### src/apio_map.svh
// Constants for the axis pin block: reset values, field positions, widths.
// Assumes inclusion by the package, the axis pin block and the bench top module.
`ifndef APIO_MAP_SVH
`define APIO_MAP_SVH

`define APIO_POS_W        24
`define APIO_POS_RST      24'h000000
`define APIO_NGEN         4
`define APIO_SYNC_STAGES  2
`define APIO_NEVT         6
`define APIO_EVT_ORIGIN   0
`define APIO_EVT_PLUS     1
`define APIO_EVT_MINUS    2
`define APIO_EVT_TRIG     3
`define APIO_EVT_WRAP     4
`define APIO_EVT_NOT_ARRIVED     5
`define APIO_ADDR_W       4
`define APIO_ADR_STATUS   4'h0
`define APIO_ADR_MASK     4'h1
`define APIO_ADR_COM      4'h2
`define APIO_ADR_P2C      4'h3
`define APIO_ADR_OPT      4'h4
`define APIO_ADR_POS      4'h5
`define APIO_ADR_INPUTS   4'h6
`define APIO_ADR_TRIGCNT  4'h7
`define APIO_ADR_MOTION   4'h8
`define APIO_OPT_DIRINV   0
`define APIO_OPT_CLRPOS   1

`endif

### src/apio_pkg.sv
// Types shared by the axis pin block.
// Assumes apio_map.svh is on the include path.
`include "apio_map.svh"

package apio_pkg;

    // Bus request from software
    typedef struct packed {
        logic [`APIO_ADDR_W-1:0] addr;
        logic [31:0]             wdata;
        logic                    wr;
        logic                    rd;
    } apio_bus_req_t;

    // Synchronised axis pins seen by the core
    typedef struct packed {
        logic                  origin;
        logic                  plusLimit;
        logic                  minusLimit;
        logic [`APIO_NGEN-1:0] genIn;
        logic                  countClk;
        logic                  countDir;
        logic                  trig;
    } apio_pins_t;

    // Motion core status driving the pulse and direction pins
    typedef struct packed {
        logic ccw;
        logic pulse;
        logic running;
        logic notArrived;
    } apio_motion_t;

    // Driven outputs
    typedef struct packed {
        logic [`APIO_NGEN-1:0] genOut;
        logic [`APIO_NGEN-1:0] port2Out;
        logic                  dir;
        logic                  stepPulse;
        logic                  notArrived;
    } apio_outs_t;

endpackage : apio_pkg

### src/apio_axis_pins.sv
// Axis pin block: sensor inputs, general I/O, physical position counter,
// direction/pulse/not-arrived outputs, sync trigger, register port and IRQ.
// Assumes one sys_clk domain at 200 MHz; motion core supplies motion status.
//
// The address map and strobed register access were decided locally.
`timescale 1ns/1ps
`default_nettype none
`include "apio_map.svh"

// Contract
// Origin sensor is active while its pin is low.
// Plus hard limit is active while its pin is low.
// Minus hard limit is active while its pin is low.
// Each low general input reads as one in its input status bit.
// General outputs follow command bits unless inverted or given another function.
// Position counts once on each rising edge of the count clock.
// Count direction low adds one, high subtracts one.
// Direction out low for clockwise, high counter-clockwise, unless inverted.
// Pulse output stays low while the axis is stopped.
// Port-2 outputs follow port-2 control bits unless inverted.
// Not-arrived output high exactly while not-arrived state holds.
// A falling edge on the trigger pin registers one sync trigger.
// Outside party supplies the 48 MHz core clock; this block runs on sys_clk, which the bench drives at 200 MHz.
// Pulling the reset pin low resets the device.
// Position is 24-bit signed, -8388608 to +8388607.
// All asynchronous pins are synchronised before level or edge detection.
module apio_axis_pins #(
    parameter int POS_W = `APIO_POS_W,
    parameter int NGEN  = `APIO_NGEN
) (
    input  wire logic                  sys_clk,
    input  wire logic                  arst_n,
    input  wire apio_pkg::apio_bus_req_t busReq,
    output logic      [31:0]           rdData,
    input  wire logic                  origin_sensor_n,
    input  wire logic                  plus_limit_sensor_n,
    input  wire logic                  minus_limit_sensor_n,
    input  wire logic [NGEN-1:0]       axis_gen_input_n,
    input  wire logic                  position_count_clock,
    input  wire logic                  position_count_direction,
    input  wire logic                  sync_trigger_n,
    input  wire apio_pkg::apio_motion_t motion,
    input  wire logic [NGEN-1:0]       altFuncSel,
    input  wire logic [NGEN-1:0]       altFuncVal,
    output var apio_pkg::apio_outs_t   pinsOut,
    output logic                       syncTrigPulse,
    output logic                       irq
);
    import apio_pkg::*;

    localparam int NSYNC = 7 + NGEN;

    typedef struct packed {
        logic [POS_W-1:0]         pos;
        logic                     prevCountClk;
        logic                     prevTrig;
        logic [7:0]               trigCount;
        logic                     trigPulse;
        logic [`APIO_NEVT-1:0]    status;
        logic [`APIO_NEVT-1:0]    mask;
        logic [NGEN-1:0]          comOut;
        logic [NGEN-1:0]          comInv;
        logic [NGEN-1:0]          p2Out;
        logic [NGEN-1:0]          p2Inv;
        logic [1:0]               opt;
        logic [2:0]               prevSensors;
        logic                     prevDona;
        logic [31:0]              rd;
        apio_outs_t               outs;
    } apio_state_t;

    apio_state_t st_q;
    apio_state_t st_d;
    apio_pins_t  pins;
    logic [NSYNC-1:0] syncVec;

    // Synchronise every outside pin; active-low idle high, clock/dir idle low
    apio_sync #(
        .WIDTH (NSYNC),
        .RST   ({{(4 + NGEN){1'b1}}, 2'b00, 1'b1})
    ) u_sync (
        .sys_clk (sys_clk),
        .arst_n  (arst_n),
        .asyncIn ({origin_sensor_n, plus_limit_sensor_n, minus_limit_sensor_n, sync_trigger_n,
                   axis_gen_input_n, position_count_clock, position_count_direction, 1'b1}),
        .syncOut (syncVec)
    );

    // Convert pin levels to active-high meanings
    always_comb
    begin
        pins.origin     = ~syncVec[NSYNC-1];
        pins.plusLimit  = ~syncVec[NSYNC-2];
        pins.minusLimit = ~syncVec[NSYNC-3];
        pins.trig       = ~syncVec[NSYNC-4];
        pins.genIn      = ~syncVec[NGEN+2:3];
        pins.countClk   = syncVec[2];
        pins.countDir   = syncVec[1];
    end

    logic              countEdge;
    logic              trigEdge;
    logic [POS_W-1:0]  posNext;
    logic              posWrap;
    logic [2:0]        sensNow;
    logic [`APIO_NEVT-1:0] evts;
    logic [`APIO_NEVT-1:0] rdClr;

    // Next-state logic for the whole block
    always_comb
    begin
        st_d = st_q;
        sensNow = {pins.minusLimit, pins.plusLimit, pins.origin};
        countEdge = pins.countClk & ~st_q.prevCountClk;
        trigEdge  = pins.trig & ~st_q.prevTrig;
        // Up on low direction, down on high; wraps inside 24-bit two's complement
        posNext = pins.countDir ? st_q.pos - 1'b1 : st_q.pos + 1'b1;
        posWrap = countEdge & (pins.countDir ? (st_q.pos == {1'b1, {(POS_W-1){1'b0}}})
                                             : (st_q.pos == {1'b0, {(POS_W-1){1'b1}}}));
        st_d.prevCountClk = pins.countClk;
        st_d.prevTrig     = pins.trig;
        st_d.prevSensors  = sensNow;
        st_d.prevDona     = motion.notArrived;
        st_d.trigPulse    = trigEdge;
        if (trigEdge)
        begin
            st_d.trigCount = st_q.trigCount + 8'h01;
        end
        if (countEdge)
        begin
            st_d.pos = posNext;
        end

        // Register writes; a position-load write loses to nothing but a count edge
        if (busReq.wr)
        begin
            case (busReq.addr)
                `APIO_ADR_MASK:   st_d.mask = busReq.wdata[`APIO_NEVT-1:0];
                `APIO_ADR_COM:
                begin
                    st_d.comOut = busReq.wdata[NGEN-1:0];
                    st_d.comInv = busReq.wdata[NGEN+7:8];
                end
                `APIO_ADR_P2C:
                begin
                    st_d.p2Out = busReq.wdata[NGEN-1:0];
                    st_d.p2Inv = busReq.wdata[NGEN+7:8];
                end
                `APIO_ADR_OPT:    st_d.opt = busReq.wdata[1:0];
                `APIO_ADR_POS:    if (!countEdge) st_d.pos = busReq.wdata[POS_W-1:0];
                default:          ;
            endcase
        end

        // Events: sensor assert edges, trigger, wrap, not-arrived entry
        evts = '0;
        evts[`APIO_EVT_ORIGIN] = sensNow[0] & ~st_q.prevSensors[0];
        evts[`APIO_EVT_PLUS]   = sensNow[1] & ~st_q.prevSensors[1];
        evts[`APIO_EVT_MINUS]  = sensNow[2] & ~st_q.prevSensors[2];
        evts[`APIO_EVT_TRIG]   = trigEdge;
        evts[`APIO_EVT_WRAP]   = posWrap;
        evts[`APIO_EVT_NOT_ARRIVED]   = motion.notArrived & ~st_q.prevDona;
        rdClr = (busReq.rd && busReq.addr == `APIO_ADR_STATUS) ? '1 : '0;
        // Set wins over read-clear so no event is lost
        st_d.status = (st_q.status & ~rdClr) | evts;

        // Read data, answered one cycle after the strobe
        st_d.rd = 32'h00000000;
        if (busReq.rd)
        begin
            case (busReq.addr)
                `APIO_ADR_STATUS:  st_d.rd[`APIO_NEVT-1:0] = st_q.status;
                `APIO_ADR_MASK:    st_d.rd[`APIO_NEVT-1:0] = st_q.mask;
                `APIO_ADR_COM:     st_d.rd = {16'h0000, {(8-NGEN){1'b0}}, st_q.comInv,
                                              {(8-NGEN){1'b0}}, st_q.comOut};
                `APIO_ADR_P2C:     st_d.rd = {16'h0000, {(8-NGEN){1'b0}}, st_q.p2Inv,
                                              {(8-NGEN){1'b0}}, st_q.p2Out};
                `APIO_ADR_OPT:     st_d.rd[1:0] = st_q.opt;
                `APIO_ADR_POS:     st_d.rd = {{(32-POS_W){st_q.pos[POS_W-1]}}, st_q.pos};
                `APIO_ADR_INPUTS:  st_d.rd[NGEN+2:0] = {pins.genIn, sensNow};
                `APIO_ADR_TRIGCNT: st_d.rd[7:0] = st_q.trigCount;
                `APIO_ADR_MOTION:  st_d.rd[3:0] = {motion.ccw, motion.pulse, motion.running,
                                                   motion.notArrived};
                default:           st_d.rd = 32'h00000000;
            endcase
        end

        // Output pins, registered
        for (int i = 0; i < NGEN; i++)
        begin
            st_d.outs.genOut[i] = altFuncSel[i] ? altFuncVal[i]
                                                : (st_q.comOut[i] ^ st_q.comInv[i]);
        end
        st_d.outs.port2Out   = st_q.p2Out ^ st_q.p2Inv;
        st_d.outs.dir        = motion.ccw ^ st_q.opt[`APIO_OPT_DIRINV];
        st_d.outs.stepPulse  = motion.running & motion.pulse;
        st_d.outs.notArrived = motion.notArrived;
    end

    // Single state register; reset pin clears everything
    always_ff @(posedge sys_clk or negedge arst_n)
    begin
        if (!arst_n)
        begin
            st_q <= '0;
            st_q.pos <= `APIO_POS_RST;
        end
        else
        begin
            st_q <= st_d;
        end
    end

    assign pinsOut       = st_q.outs;
    assign rdData        = st_q.rd;
    assign syncTrigPulse = st_q.trigPulse;
    assign irq           = |(st_q.status & st_q.mask);

    // Each rising count edge moves position by exactly one in the pin's direction
    AST_COUNT_UP: assert property (@(posedge sys_clk) disable iff (!arst_n)
        (countEdge && !pins.countDir && !busReq.wr) |=> (st_q.pos == $past(st_q.pos) + 1'b1))
        else $error("Position did not add one on a low-direction edge");
    AST_COUNT_DN: assert property (@(posedge sys_clk) disable iff (!arst_n)
        (countEdge && pins.countDir) |=> (st_q.pos == $past(st_q.pos) - 1'b1))
        else $error("Position did not subtract one on a high-direction edge");
    AST_COUNT_HOLD: assert property (@(posedge sys_clk) disable iff (!arst_n)
        (!countEdge && !busReq.wr) |=> $stable(st_q.pos))
        else $error("Position changed without a count edge");
    AST_TRIG_FALL: assert property (@(posedge sys_clk) disable iff (!arst_n)
        ($fell(syncVec[NSYNC-4])) |=> syncTrigPulse)
        else $error("Trigger falling edge not registered");
    AST_TRIG_ONE: assert property (@(posedge sys_clk) disable iff (!arst_n)
        syncTrigPulse |=> !syncTrigPulse)
        else $error("Trigger pulse longer than one cycle");
    AST_PULSE_STOP: assert property (@(posedge sys_clk) disable iff (!arst_n)
        (!motion.running) |=> !pinsOut.stepPulse)
        else $error("Pulse output high while stopped");
    AST_NOT_ARRIVED: assert property (@(posedge sys_clk) disable iff (!arst_n)
        ##1 (pinsOut.notArrived == $past(motion.notArrived)))
        else $error("Not-arrived output does not follow state");
    AST_DIR: assert property (@(posedge sys_clk) disable iff (!arst_n)
        ##1 (pinsOut.dir == ($past(motion.ccw) ^ $past(st_q.opt[`APIO_OPT_DIRINV]))))
        else $error("Direction output wrong");
    AST_PORT2: assert property (@(posedge sys_clk) disable iff (!arst_n)
        ##1 (pinsOut.port2Out == ($past(st_q.p2Out) ^ $past(st_q.p2Inv))))
        else $error("Port-2 output wrong");
    AST_GENOUT: assert property (@(posedge sys_clk) disable iff (!arst_n)
        (altFuncSel == '0 && st_q.comInv == '0) |=> (pinsOut.genOut == $past(st_q.comOut)))
        else $error("General output does not follow command bits");
    AST_ORIGIN: assert property (@(posedge sys_clk) disable iff (!arst_n)
        (busReq.rd && busReq.addr == `APIO_ADR_INPUTS) |=> (rdData[0] == !$past(syncVec[NSYNC-1])))
        else $error("Origin status not active-low");
    AST_LIMITS: assert property (@(posedge sys_clk) disable iff (!arst_n)
        (busReq.rd && busReq.addr == `APIO_ADR_INPUTS)
        |=> (rdData[NGEN+2:1] == ~{$past(syncVec[NGEN+2:3]), $past(syncVec[NSYNC-3]), $past(syncVec[NSYNC-2])}))
        else $error("Limit or general input status not active-low");
endmodule : apio_axis_pins

`default_nettype wire

### src/apio_sync.sv
// Two-flop synchroniser bank for pins from outside the clock domain.
// Assumes sys_clk domain and asynchronous active-low reset.
`timescale 1ns/1ps
`default_nettype none

module apio_sync #(
    parameter int                WIDTH = 8,
    parameter logic [WIDTH-1:0]  RST   = '0
) (
    input  wire logic             sys_clk,
    input  wire logic             arst_n,
    input  wire logic [WIDTH-1:0] asyncIn,
    output logic      [WIDTH-1:0] syncOut
);
    typedef struct packed {
        logic [WIDTH-1:0] meta;
        logic [WIDTH-1:0] stable;
    } apio_sync_st_t;

    apio_sync_st_t st_q;
    apio_sync_st_t st_d;

    // First stage is read only by the second stage
    always_comb
    begin
        st_d.meta   = asyncIn;
        st_d.stable = st_q.meta;
    end

    // Reset to each pin's idle level given by RST so no false edge appears at release
    always_ff @(posedge sys_clk or negedge arst_n)
    begin
        if (!arst_n)
        begin
            st_q <= '{meta: RST, stable: RST};
        end
        else
        begin
            st_q <= st_d;
        end
    end

    assign syncOut = st_q.stable;
endmodule : apio_sync

`default_nettype wire

### config.mk
export PLATFORM = sky130hd
export DESIGN_NAME = apio_axis_pins
export DESIGN_NICKNAME = d
export VERILOG_FILES = /design/src/apio_pkg.sv /design/src/apio_axis_pins.sv /design/src/apio_sync.sv
export VERILOG_INCLUDE_DIRS = /design/src /design/src/src
export SDC_FILE = /design/constraint.sdc
export NUM_CORES = 1
export LEC_CHECK = 0
export BUFFER_PORTS_ARGS = -buffer_cell sky130_fd_sc_hd__clkbuf_2
export CAP_MARGIN = 20
export CORE_UTILIZATION = 50
export DETAILED_ROUTE_END_ITERATION = 6
export PLACE_DENSITY = 0.72
export SLEW_MARGIN = 20
export SYNTH_ARGS = -nofsm -noshare
export SYNTH_HDL_FRONTEND = slang
export SYNTH_HIERARCHICAL = 1
export SYNTH_SLANG_ARGS = --single-unit
export TNS_END_PERCENT = 10
### constraint.sdc
create_clock -name sys_clk -period 3.2 [get_ports sys_clk]
set_input_delay 0.32 -clock sys_clk [delete_from_list [all_inputs] [get_ports sys_clk]]
set_output_delay 0.32 -clock sys_clk [all_outputs]
set_load 0.05 [all_outputs]
==> results of run 1 <==
-- state kept, by name (all words and copies together), names as in the netlist --
name	cells
st_q	67
syncTrigPulse	1
rdData	24
pinsOut	11
u_sync/st_d	10
u_sync/syncOut	10
-- critical path, delay by kind of cell (launching register included) --
| family | cells | cell delay [ns] |
|---|---|---|
| fa+ha+maj | 1 | 0.42 |
| compound gates | 6 | 1.56 |
| flops | 1 | 0.79 |
-- metal layers --
| layer | wire length, um | GRT usage [%] |
|---|---|---|
| met1 | 7532 | 33.45 |
| met2 | 7208 | 37.02 |
| met3 | 747 | 4.893 |
| met4 | 239 | 9.455 |
| met5 | 0 | 0 |
-- path summary, 6_finish.rpt --
kind / start / to / cells past startpoint
max: u_sync/syncOut[1] / st_q[104] / 7
min: motion[0] / pinsOut[0] / 1
max reg2reg: u_sync/syncOut[1] / st_q[104] / 7
min reg2reg: u_sync/st_d[3] / u_sync/syncOut[3] / 0
max in group asynchronous: arst_n / pinsOut[2] / 3
min in group asynchronous: arst_n / syncTrigPulse / 2
-- placed cells by master, fill, tap and decap left out, types with 9 or more instances in the layout --
cell type	instances
a21o_1	9
a21oi_1	26
and2_1	19
and3_1	9
buf_4	15
clkbuf_16	17
clkbuf_2	97
dfrtp_1	107
dfstp_2	16
dlygate4sd3_1	11
ha_1	23
inv_1	15
mux2_1	11
mux2_2	29
mux2i_1	19
nand2_1	72
nand3_1	15
nor2_1	25
nor3_1	11
o21ai_0	27
o21ai_1	16
xnor2_1	17
xor2_1	10
-- stage by stage --
| stage | cells | hold WS [ns] | worst slack [ns] |
|---|---|---|---|
| after floorplan | 652 | 0.02441 | 0.6280 |
| after global placement | 871 | 0.3367 | 0.4021 |
| after detailed placement | 871 | 0.3372 | 0.3360 |
| after CTS | 914 | 0.03316 | 0.2996 |
| after global routing | 914 | 0.04390 | 0.05222 |
| final | 914 | 0.04285 | 0.2818 |
-- cell type report --
cell class,instances,area (um^2),share of cell area (%)
Sequential cell,123,3098,39.62
Tap cell,172,215.2,2.752
Clock inverter,13,136.4,1.744
Inverter,15,56.30,0.7201
Multi-Input combinational cell,448,3142,40.18
Clock buffer,19,442.9,5.665
Timing Repair Buffer,124,728.2,9.313
-- timing repair --
item,CTS,global route
setup endpoints to repair,0,0
hold buffers,11,0
endpoints found under the hold margin,24,0
-- report_power, final --
group	total, W	leakage, nW	switching (W)	internal (W)
clock	0.00185	0.275	0.000738	0.00111
combinational	0.00232	1.92	0.00136	0.000962
sequential	0.00220	1.50	0.000314	0.00188
total	0.00637	3.69	0.00241	0.00396
==> results.yml, run 1 <==
run_status:
  status: "completed"
sta:
  worst_slew_pin_slew_ns: 0.7881
  timing.final.hold_violations: 0
  finalSetupViolCount: 0
  timing.fmax_mhz: 342.7
  finalSetupTns_ns: 0
  fin_crit_ns: 2.918
  skew_ns: 0.008811
  post-route-period-util_pct: 91.19
  rsz0062_at_grt: "false"
  maxSlewHeadroom_pct: 47.35
  drv_slew: 0
die:
  die_area_um2: 13900
  num_rows: 41
  dieHeight_um: 117.9
  ios: 107
  start_util_pct: 52.17
  core_area_um2: 12880
  die_w_um: 117.9
synth:
  synth_area_per_cell_um2: 10.30
  mappedNetlistArea_um2: 6718
  yosysWarnings: 6
  postSynthCellCount: 652
  synth_nets: 738
global_routing:
  antenna_found_initial: 0
  grt_max_degree: 56
  grt_first_pass_wirelength_um: 26120
  track_usage_pct: 24.12
  grt_remaining_overflow: 0
  grt_pass1_vias: 5148
worst_hold_path:
  min_path_type: "in2reg"
clock_tree:
  post-cts-setup-buffer-count: 0
  clock_sinks: 123
  clock_latency_ns: 0.42
  cts_buffers: 17
  htree_levels: 4
  cts_resized: 0
  cts_root_buf: "clkbuf_16"
  clkTransAtPathRegs_ns: 0.06
  cts_max_path_buffers: 2
  cts_tree: "built"
pwr:
  p_leak_nw: 3.691
  p_per_area_nw_per_um2: 814.6
  p_total_w: 0.006369
  irDropWorstVdd_uv: 389.6
setup_path:
  cp_cell_sequence: "ha_1 -> a21o_1 -> a211o_1 -> o21ai_2 -> o211ai_1 -> a2111oi_0 -> a211oi_1"
  cp_slowest_stage_delay_ns: 0.79
  start_kind: "register"
  worst-r2r-setup-slack_ns: 0.28
  crit_type: "reg2reg"
  crit_fanout: 19
  crit_slowest_cell: "dfrtp_1"
  critPathArrivalTime_ns: 3.20
  cp_data_required_time_ns: 3.49
  endpoint_kind: "register"
layout:
  final_net_count: 815
  drive_gt1_share_pct: 26.68
  utilization_pct: 60.72
  diodes: 0
  fillCellCount: 1082
  syn_to_final_growth_pct: 16.39
  postLayoutCellArea_um2: 7819
drt:
  viasPerCell: 5.684
  routed_wl_um: 15730
  wl_per_cell_um: 17.21
  firstDrtPassIters: 5
  vias: 5195
  ant_nets: 0
  drc: 0
  first_iter_violations: 353
place:
  hpwl_um: 11450
  portBuffers: 98
  place.gp.congestion: 0.8997
  placed_area_um2: 7129
job:
  cap_violations: 0
Power figures use the tool's default switching activity.
==> run 2: changes to the inputs <==
--- a/config.mk
+++ b/config.mk
@@ -11,7 +11,7 @@
 export CORE_UTILIZATION = 50
 export DETAILED_ROUTE_END_ITERATION = 6
 export PLACE_DENSITY = 0.72
-export SLEW_MARGIN = 20
+export SLEW_MARGIN = 10
 export SYNTH_ARGS = -nofsm -noshare
 export SYNTH_HDL_FRONTEND = slang
 export SYNTH_HIERARCHICAL = 1
==> constraint.sdc (replaced) <==
create_clock -name sys_clk -period 3.8 [get_ports sys_clk]
set_input_delay 0.38 -clock sys_clk [delete_from_list [all_inputs] [get_ports sys_clk]]
set_output_delay 0.38 -clock sys_clk [all_outputs]
set_load 0.05 [all_outputs]
==> results.yml, run 2 (synthesized netlist as in run 1, its figures left out) <==
die:
  start_util_pct: 52.17
  dieHeight_um: 117.9
  core_area_um2: 12880
  num_rows: 41
  die_area_um2: 13900
  ios: 107
  die_w_um: 117.9
clock_tree:
  cts_tree: "built"
  cts_max_path_buffers: 2
  cts_resized: 0
  clock_sinks: 123
  cts_buffers: 17
  post-cts-setup-buffer-count: 0
  htree_levels: 4
  clkTransAtPathRegs_ns: 0.06
  cts_root_buf: "clkbuf_16"
  cts_hold_buffers: 0
  clock_latency_ns: 0.42
drt:
  firstDrtPassIters: 5
  viasPerCell: 5.691
  first_iter_violations: 366
  wl_per_cell_um: 17.49
  vias: 5088
  drc: 0
  routed_wl_um: 15630
  ant_nets: 0
sta:
  worst_slew_pin_slew_ns: 0.9307
  timing.final.hold_violations: 3
  holdWs_ns: -0.008925
  skew_ns: 0.01111
  finalSetupTns_ns: 0
  drv_slew: 0
  fin_crit_ns: 3.165
  maxSlewHeadroom_pct: 37.83
  post-route-period-util_pct: 83.30
  finalSetupViolCount: 0
  rsz0062_at_grt: "false"
  timing.fmax_mhz: 315.9
  worst_slack_ns: 0.6346
setup_path:
  r2r-end: "st_q[104]"
  r2r_cells: 8
  start_kind: "register"
  crit_type: "reg2reg"
  endpoint_kind: "register"
  critPathArrivalTime_ns: 3.49
  crit_fanout: 23
  startpoint: "u_sync/syncOut[1]"
  crit_path_end: "st_q[104]"
  cp_data_required_time_ns: 4.13
  worst-r2r-setup-slack_ns: 0.63
  r2r_start: "u_sync/syncOut[1]"
layout:
  final_net_count: 795
  instances_no_fill: 894
  multiInputGateArea_um2: 3142
  largest_register_ff_count: 67
  fillCellCount: 1080
  largest_register: "st_q"
  utilization_pct: 59.60
  seq_area_um2: 3098
  diodes: 0
  syn_to_final_growth_pct: 14.23
  final_common_cell: "dfrtp_1"
  drive_gt1_share_pct: 25.76
  final_cell_mix: "dfrtp_1, clkbuf_2, nand2_1"
global_routing:
  grt_first_pass_wirelength_um: 26370
  grt_remaining_overflow: 0
  grt_pass1_vias: 5165
  grt_max_degree: 75
  antenna_found_initial: 0
  track_usage_pct: 24.07
place:
  portBuffers: 98
  hpwl_um: 11150
  place_inst: 862
  dpl_worst_slack_ns: 0.6965
  place.gp.congestion: 0.9033
pwr:
  p_sw_share_pct: 36.52
  p_clk_share_pct: 31.1
  pwr-share-comb_pct: 34.9
  p_leak_nw: 3.617
  p_per_area_nw_per_um2: 713.1
  irDropWorstVdd_uv: 348.4
  internal-power_w: 0.003474
  p_sw_w: 0.001998
  p_total_w: 0.005472
  power_frac_seq_pct: 34.0
job:
  cap_violations: 0
run_status:
  status: "finished with violations"
  violations: "hold timing"
worst_hold_path:
  min_path_type: "in2async"
run 2: stage by stage:
step / cell area (um^2) / hold WS [ns]
finish: 7674 / -0.008925
detailed placement: 7062 / 0.3347
CTS: 7674 / 0.01226
global route: 7674 / 0.02551
global placement: 7062 / 0.3328
floorplan: 6718 / 0.08441
run 2: metal layers:
layer | track usage (%) | vias to the layer above | part of all wire, % | wire length, um
li1 | - | 2418 | - | -
met1 | 33.53 | 2472 | 47 | 7289
met2 | 36.40 | 180 | 45 | 6988
met3 | 6.589 | 18 | 7.4 | 1154
met4 | 7.372 | 0 | 1.3 | 199
met5 | 0 | - | 0 | 0
run 2: worst max-delay path: stages, from the launching register on:
cell,delay [ns]
dfrtp_1,0.93
inv_1,0.21
fa_1,0.42
nand2b_1,0.19
a21oi_1,0.34
o21ai_2,0.17
o211ai_1,0.42
a2111oi_0,0.18
a211oi_1,0.21
run 2: worst min path at each step:
stage                   start                 to  slack [ns]
5_1_grt                arst_n           st_q[86]        0.03
2_1_floorplan          arst_n         pinsOut[0]        0.08
4_1_cts                arst_n           st_q[69]        0.01
6_report               arst_n           st_q[86]      -0.009
3_5_place_dp   u_sync/st_d[1]  u_sync/syncOut[1]        0.33
3_3_place_gp   u_sync/st_d[2]  u_sync/syncOut[2]        0.33
run 2: final cells by class:
cell class / instances / area share [%]
clock buffer: 21 / 5.739
timing repair buffer: 104 / 7.174
clock inverter: 11 / 2.234
inverter: 15 / 0.7337
multi-input combinational: 448 / 40.94
sequential: 123 / 40.37
tap: 172 / 2.804
run 2: power groups by stage:
stage	clock network (W)	logic, W	registers [W]
CTS	0.00172	0.00190	0.00186
finish	0.00170	0.00191	0.00186
global placement	0	0.00183	0.00186
global route	0.00177	0.00213	0.00190
detailed placement	0	0.00188	0.00188
floorplan	0	0.00156	0.00176
